**src/gcs_cfg.svh**
```systemverilog
`ifndef GCS_CFG_SVH
`define GCS_CFG_SVH
// Reset defaults of software-held bits
`define GCS_RST_REF_FAIL_PIN_EN   1'b0
`define GCS_RST_LOCK_PIN_EN       1'b0
`define GCS_RST_IRQ_LOS_SEL       1'b0
`define GCS_RST_GP4_DIR           1'b0
// Synchroniser depth for pin inputs
`define GCS_SYNC_STAGES           2
// Least hold of reset low, in master clock cycles
`define GCS_RST_HOLD_CYC          2
// Clocks after release before straps are caught, so the synchronisers hold the pin again
`define GCS_STRAP_WAIT            2'h2
`endif

```
**src/gcs_pkg.sv**
```systemverilog
`default_nettype none
package gcs_pkg;
	typedef enum logic [1:0] {GCS_IRQ_REQ, GCS_IRQ_GPO} gcs_irq_role_t;
	typedef enum logic {GCS_RATE_SDH, GCS_RATE_SONET} gcs_rate_t;
	typedef enum logic {GCS_PAIR_3_5, GCS_PAIR_4_6} gcs_pair_t;
endpackage
`default_nettype wire

```
**src/gcs_sync.sv**
```systemverilog
`timescale 1ns/10ps
`default_nettype none
module gcs_sync
(
	input  wire logic i_ref_clk,
	input  wire logic i_nrst,
	input  wire logic i_async,
	output logic      o_sync
);
	logic meta_q;
	logic meta_d;
	logic sync_d;

	always_comb
	begin
		meta_d = i_async;
		sync_d = meta_q;
	end

	always_ff @(posedge i_ref_clk)
	begin
		if (!i_nrst)
		begin
			meta_q <= 1'b0;
			o_sync <= 1'b0;
		end
		else
		begin
			meta_q <= meta_d;
			o_sync <= sync_d;
		end
	end
endmodule // gcs_sync
`default_nettype wire

```
**src/gcs_top.sv**
```systemverilog
// Summary of operation
// - Reset low returns all state to defaults and holds it while low.
// - Reset release captures fast source switch into external switching enable.
// - With switching enabled, source switch picks pair three/five or four/six.
// - Reset release loads rate strap into rate family and both frequency selects.
// - After reset the strap pin is GPIO with direction, output value, status.
// - Reference-fail pin mirrors latched fail when enabled, else low.
// - Lock pin shows primary DPLL lock when enabled, else low.
// - Select bit picks interrupt mode (0, default) or loss-of-reference mode (1).
// - Interrupt mode applies configured polarity and push-pull or open-drain drive.
// - Interrupt mode may instead be a software-driven general output.
// - Loss mode drives real-time unlatched activity of the selected reference.
// - Reference fail sets from monitoring of the selected input and clears only on a clear request.
`timescale 1ns/10ps
`include "gcs_cfg.svh"
`default_nettype none
module gcs_top
(
	input  wire logic             i_ref_clk,
	input  wire logic             i_nrst,
	input  wire logic             i_fast_source_switch_in,
	input  wire logic             i_rate_strap_in,
	output logic                  o_rate_strap_out,
	output logic                  o_rate_strap_oe,
	input  wire logic             i_gp4_direction,
	input  wire logic             i_gp4_output_value,
	output logic                  o_gp4_pin_state,
	output logic                  o_external_switching_enable,
	output logic                  o_rate_family,
	output logic                  o_digital_freq1_select,
	output logic                  o_digital_freq2_select,
	output gcs_pkg::gcs_pair_t    o_pair_select,
	input  wire logic             i_sel_ref_active,
	input  wire logic             i_sel_ref_freq_ok,
	input  wire logic             i_ref_fail_clear,
	output logic                  o_ref_fail,
	input  wire logic             i_ref_fail_pin_enable,
	output logic                  o_ref_fail_pin,
	input  wire logic             i_primary_dpll_locked,
	input  wire logic             i_lock_pin_enable,
	output logic                  o_lock_pin,
	input  wire logic             i_irq_los_select,
	input  wire logic             i_irq_active_high,
	input  wire logic             i_irq_open_drain,
	input  wire logic             i_irq_as_gpo,
	input  wire logic             i_irq_gpo_value,
	input  wire logic             i_irq_pending,
	output logic                  o_irq_out,
	output logic                  o_irq_oe
);
	import gcs_pkg::*;

	logic sw_s;
	logic gp_s;
	logic act_s;
	logic lock_s;

	// Pin inputs pass two flops before use
	gcs_sync u_sync_sw (.i_ref_clk(i_ref_clk), .i_nrst(i_nrst), .i_async(i_fast_source_switch_in), .o_sync(sw_s));
	gcs_sync u_sync_gp (.i_ref_clk(i_ref_clk), .i_nrst(i_nrst), .i_async(i_rate_strap_in), .o_sync(gp_s));
	gcs_sync u_sync_act (.i_ref_clk(i_ref_clk), .i_nrst(i_nrst), .i_async(i_sel_ref_active), .o_sync(act_s));
	gcs_sync u_sync_lk (.i_ref_clk(i_ref_clk), .i_nrst(i_nrst), .i_async(i_primary_dpll_locked), .o_sync(lock_s));

	// Synchronisers are cleared by reset, so wait until they carry the pin again
	logic       armed_q, armed_d;
	logic [1:0] wait_q, wait_d;
	logic       ext_q, ext_d;
	logic       rate_q, rate_d;
	logic       dig1_q, dig1_d;
	logic       dig2_q, dig2_d;
	gcs_pair_t  pair_q, pair_d;
	logic       gpst_q, gpst_d;
	logic       gpo_q, gpo_d;
	logic       gpoe_q, gpoe_d;

	always_comb
	begin
		armed_d = armed_q || (wait_q == `GCS_STRAP_WAIT);
		wait_d  = (wait_q == `GCS_STRAP_WAIT) ? wait_q : wait_q + 2'h1;
		ext_d   = ext_q;
		rate_d  = rate_q;
		dig1_d  = dig1_q;
		dig2_d  = dig2_q;
		pair_d  = pair_q;
		gpst_d  = gp_s;
		gpo_d   = 1'b0;
		gpoe_d  = 1'b0;
		if (!armed_q)
		begin
			if (wait_q == `GCS_STRAP_WAIT)
			begin
				ext_d  = sw_s;
				rate_d = gp_s;
				dig1_d = gp_s;
				dig2_d = gp_s;
			end
		end
		else
		begin
			gpo_d  = i_gp4_output_value;
			gpoe_d = i_gp4_direction;
			if (ext_q)
				pair_d = sw_s ? GCS_PAIR_4_6 : GCS_PAIR_3_5;
		end
	end

	always_ff @(posedge i_ref_clk)
	begin
		if (!i_nrst)
		begin
			armed_q <= 1'b0;
			wait_q  <= 2'h0;
			ext_q   <= 1'b0;
			rate_q  <= 1'b0;
			dig1_q  <= 1'b0;
			dig2_q  <= 1'b0;
			pair_q  <= GCS_PAIR_3_5;
			gpst_q  <= 1'b0;
			gpo_q   <= 1'b0;
			gpoe_q  <= `GCS_RST_GP4_DIR;
		end
		else
		begin
			armed_q <= armed_d;
			wait_q  <= wait_d;
			ext_q   <= ext_d;
			rate_q  <= rate_d;
			dig1_q  <= dig1_d;
			dig2_q  <= dig2_d;
			pair_q  <= pair_d;
			gpst_q  <= gpst_d;
			gpo_q   <= gpo_d;
			gpoe_q  <= gpoe_d;
		end
	end

	assign o_external_switching_enable = ext_q;
	assign o_rate_family               = rate_q;
	assign o_digital_freq1_select      = dig1_q;
	assign o_digital_freq2_select      = dig2_q;
	assign o_pair_select               = pair_q;
	assign o_gp4_pin_state             = gpst_q;
	assign o_rate_strap_out            = gpo_q;
	assign o_rate_strap_oe             = gpoe_q;

	// Status pins
	logic fail_q, fail_d;
	logic fpin_q, fpin_d;
	logic lpin_q, lpin_d;
	logic irq_q, irq_d;
	logic irqoe_q, irqoe_d;
	logic fail_cond;
	logic lvl;

	always_comb
	begin
		fail_cond = !act_s || !i_sel_ref_freq_ok;
		// Set wins over a clear in the same cycle
		fail_d = fail_cond ? 1'b1 : (i_ref_fail_clear ? 1'b0 : fail_q);
		fpin_d = i_ref_fail_pin_enable ? fail_q : 1'b0;
		lpin_d = i_lock_pin_enable ? lock_s : 1'b0;
		lvl    = i_irq_as_gpo ? i_irq_gpo_value : i_irq_pending;
		irq_d   = 1'b0;
		irqoe_d = 1'b1;
		if (i_irq_los_select)
		begin
			irq_d   = act_s;
			irqoe_d = 1'b1;
		end
		else if (i_irq_open_drain)
		begin
			// Open drain never drives high; pulls low whenever the pin should read low
			irq_d   = 1'b0;
			irqoe_d = i_irq_active_high ? !lvl : lvl;
		end
		else
		begin
			irq_d   = i_irq_active_high ? lvl : !lvl;
			irqoe_d = 1'b1;
		end
	end

	always_ff @(posedge i_ref_clk)
	begin
		if (!i_nrst)
		begin
			fail_q  <= 1'b0;
			fpin_q  <= 1'b0;
			lpin_q  <= 1'b0;
			irq_q   <= 1'b0;
			irqoe_q <= 1'b0;
		end
		else
		begin
			fail_q  <= fail_d;
			fpin_q  <= fpin_d;
			lpin_q  <= lpin_d;
			irq_q   <= irq_d;
			irqoe_q <= irqoe_d;
		end
	end

	assign o_ref_fail     = fail_q;
	assign o_ref_fail_pin = fpin_q;
	assign o_lock_pin     = lpin_q;
	assign o_irq_out      = irq_q;
	assign o_irq_oe       = irqoe_q;

	a_fail_pin_low: assert property (@(posedge i_ref_clk) disable iff (!i_nrst)
		!i_ref_fail_pin_enable |=> !o_ref_fail_pin) else $error("fail pin high while disabled");
	a_fail_pin_mirror: assert property (@(posedge i_ref_clk) disable iff (!i_nrst)
		i_ref_fail_pin_enable |=> o_ref_fail_pin == $past(fail_q)) else $error("fail pin not mirroring");
	a_lock_pin_follow: assert property (@(posedge i_ref_clk) disable iff (!i_nrst)
		1'b1 |=> o_lock_pin == ($past(i_lock_pin_enable) && $past(lock_s))) else $error("lock pin wrong");
	a_los_mode_drive: assert property (@(posedge i_ref_clk) disable iff (!i_nrst)
		i_irq_los_select |=> o_irq_oe && o_irq_out == $past(act_s)) else $error("loss mode wrong");
	a_strap_capture: assert property (@(posedge i_ref_clk) disable iff (!i_nrst)
		!armed_q && wait_q == `GCS_STRAP_WAIT |=> ext_q == $past(sw_s) && rate_q == $past(gp_s)
		&& dig2_q == rate_q) else $error("strap miss");
	a_strap_hold: assert property (@(posedge i_ref_clk) disable iff (!i_nrst)
		armed_q |=> $stable(rate_q) && $stable(ext_q)) else $error("strap changed");
	a_pair_select: assert property (@(posedge i_ref_clk) disable iff (!i_nrst)
		armed_q && ext_q |=> o_pair_select == ($past(sw_s) ? GCS_PAIR_4_6 : GCS_PAIR_3_5)) else $error("pair wrong");
	a_pair_frozen: assert property (@(posedge i_ref_clk) disable iff (!i_nrst)
		armed_q && !ext_q |=> $stable(o_pair_select)) else $error("pair moved");
	a_fail_sets: assert property (@(posedge i_ref_clk) disable iff (!i_nrst)
		fail_cond |=> o_ref_fail) else $error("fail not set");
	a_gpio_dir: assert property (@(posedge i_ref_clk) disable iff (!i_nrst)
		armed_q |=> o_rate_strap_oe == $past(i_gp4_direction)) else $error("gpio dir wrong");
	a_od_never_high: assert property (@(posedge i_ref_clk) disable iff (!i_nrst)
		!i_irq_los_select && i_irq_open_drain |=> !o_irq_out) else $error("open drain drove high");
endmodule // gcs_top
`default_nettype wire

```
**config.mk**
```make
export PLATFORM = sky130hd
export DESIGN_NAME = gcs_top
export DESIGN_NICKNAME = d
export VERILOG_FILES = /design/src/gcs_pkg.sv /design/src/gcs_sync.sv /design/src/gcs_top.sv
export VERILOG_INCLUDE_DIRS = /design/src
export SDC_FILE = /design/constraint.sdc
export NUM_CORES = 1
export LEC_CHECK = 0
export ABC_AREA = 1
export ABC_CLOCK_PERIOD_IN_PS = 2700
export CAP_MARGIN = 20
export CORE_MARGIN = 5
export CORE_UTILIZATION = 44
export CTS_CLUSTER_DIAMETER = 150
export DETAILED_ROUTE_END_ITERATION = 7
export DONT_BUFFER_PORTS = 1
export HOLD_SLACK_MARGIN = 0.06
export PLACE_DENSITY = 0.63
export SYNTH_ARGS = -nofsm -noshare
export SYNTH_HDL_FRONTEND = slang
export SYNTH_SLANG_ARGS = --single-unit
```
**constraint.sdc**
```tcl
create_clock -name i_ref_clk -period 2.7 [get_ports i_ref_clk]
set_input_delay 0.54 -clock i_ref_clk [delete_from_list [all_inputs] [get_ports i_ref_clk]]
set_output_delay 0.54 -clock i_ref_clk [all_outputs]
set_load 0.01 [all_outputs]
```
==> results.yml <==
synth:
  synth.avg_cell_area_um2: 7.92
  yosys.area_share.simple_pct: 19.7
  synth_top_area_cell: "dfxtp_1"
  yosysSeqAreaShare_pct: 55.6
  yosys_warnings: 0
  synthMuxAreaShare_pct: 0
  synth-seq-cells: 22
  synth_edf_count: 0
  synth_compound_area_share_pct: 6.48
  syn-cell-area_um2: 792
  syn-num-nets: 119
  synth_top_family_by_area: "simple AND/OR/NAND/NOR gates"
  synth_cell_types: 14
  syn_inst: 100
  synth_xor_xnor_area_share_pct: 0
  synth_most_common_cell: "inv_1"
  yosys_most_used_dff: "dfxtp_1"
  synth_area_leaders: "dfxtp_1 (56%), inv_1 (11%), nand2_1 (9.5%)"
  synth_top_cell_area_share_pct: 55.6
  synth_commonest_cells: "inv_1 (23), dfxtp_1 (22), nand2_1 (20), nor2_1 (9), nand3_1 (7)"
  synth_fa_ha_area_share_pct: 1.58
  async_reset_ff_share_pct: 0
drt:
  wl_met2_um: 575
  drtIter0Drc: 11
  ant_nets: 0
  viasPerCell: 4.52
  drc: 0
  wirelength_met1_um: 514
  vias: 561
  top_layer_used: "met4"
  wirelength_um: 1250
  routedWlPerCell_um: 10.0
  met3_length_um: 114
  drt_pass1_iterations: 4
clock_tree:
  cts_max_level: 1
  postCtsHoldBufs: 0
  clkTransAtPathRegs_ns: 0.11
  cts_max_path_buffers: 2
  clk_latency_ns: 0.29
  cts_tree: "built"
  cts-root-buf: "clkbuf_4"
  cts_setup_buffers: 0
  cts_sinks: 22
  numCtsBuffers: 3
  post_cts_resized: 0
outcome:
  status: "finished clean"
sta:
  setup_violations: 0
  clock.fmax_mhz: 737
  tns_ns: 0
  post-route-period-util_pct: 50.3
  drv_slew: 0
  holdWs_ns: 0.337
  clock_skew_ns: 0.00440
  max_slew_margin_pct: 77.8
  rsz0062_at_grt: "no"
  finalCriticalPeriod_ns: 1.36
  hold_viol_final: 0
  tightest_slew_ns: 0.333
  setup_ws_ns: 1.34
final_layout:
  regMostFlops: "wait_q"
  fin_cells: 124
  nets: 120
  layout-drive-gt1-share_pct: 6.06
  fin_area_um2: 808
  num_antenna_cells: 0
  areaGrowthSynthToFinish_pct: 2.05
  largest_reg_flops: 2
  final_util_pct: 46.8
  n_fill_cell: 181
pwr:
  seqPwrFrac_pct: 65.5
  p_per_area_nw_per_um2: 761
  leakage_nw: 0.446
  switchingPower_uw: 169
  intPower_uw: 446
  pwr-share-clk_pct: 22.2
  p_sw_share_pct: 27.6
  ir_worst_vdd_v: 0.000347
  power_frac_comb_pct: 12.3
  totalPowerFinal_uw: 615
die:
  placementRows: 15
  core_um2: 1730
  initial_utilization_pct: 45.9
  dieArea_um2: 2750
  die_width_um: 52.4
  die_h_um: 52.4
  pin_count: 31
placement:
  io_buffers: 0
  dp_hpwl_um: 974
  place_ws_ns: 1.67
  gp_congestion: 0.716
  dp.cells: 121
  dpl-instance-area_um2: 786
worst_setup_path:
  critPathKind: "register to output pin"
  endpoint_kind: "output pin"
  start_kind: "register"
  arrival_ns: 0.82
  worstPathMaxFanout: 4
  crit_required_ns: 2.16
global_route:
  grt_start_max_net_pins: 19
  grt_pass1_vias: 516
  grt_overflow_total: 0
  antenna_found_initial: 0
  grt_util_all_layers_pct: 10.0
  grt_pass1_wl_um: 2020
flow_run:
  max-cap-violations: 0
min_path:
  min_path_type: "input port to register"
per-layer routing:
layer / GRT usage [%] / vias up
li1: - / 291
met1: 10.8 / 244
met2: 16.3 / 20
met3: 3.42 / 6
met4: 6.81 / 0
met5: 0 / -
worst paths after layout:
check | startpoint | to | slack (ns) | cells after the start
hold / removal | i_nrst | u_sync_act.o_sync | 0.34 | 2
hold reg to reg | u_sync_sw.meta_q | u_sync_sw.o_sync | 0.42 | 2
setup reg to reg | wait_q[0] | o_external_switching_enable | 1.65 | 7
setup / recovery | o_digital_freq2_select | o_digital_freq2_select | 1.34 | 0
power by group through the flow:
stage               clock network (mW)  registers, mW  logic (mW)
global placement                     0          0.411      0.0704
detailed placement                   0          0.412      0.0765
global route                     0.160          0.408      0.0917
finish                           0.136          0.403      0.0756
CTS                              0.145          0.404      0.0769
floorplan                            0          0.399      0.0887
placed cells by master, fill, tap and decap left out:
cell type  count
nand3_1        7
a31oi_1        1
nor2_2         1
and3_1         1
clkbuf_4       3
inv_2          2
nor2_1         9
nand2_1       20
o21ai_0        5
inv_1         23
a21oi_1        4
ha_1           1
dfxtp_1       22
cell type report:
| cell class | count | area [um^2] | area share [%] |
|---|---|---|---|
| Clock buffer | 3 | 22.5 | 2.79 |
| Inverter | 25 | 93.8 | 11.6 |
| Multi-Input combinational cell | 49 | 220 | 27.2 |
| Sequential cell | 22 | 440 | 54.5 |
| Tap cell | 25 | 31.3 | 3.87 |
kinds of logic after synthesis:
kind of cell	count (synthesis)
simple gates	38
fa+ha+maj	1
flops	22
compound gates	10
buf+inv	29
worst register-to-register path: stages (launching register included):
cell	delay, ns
dfxtp_1	0.31
inv_1	0.07
ha_1	0.20
inv_2	0.07
nor2_2	0.11
inv_1	0.06
nor2_1	0.08
nor2_1	0.05
Power figures use the tool's default switching activity.
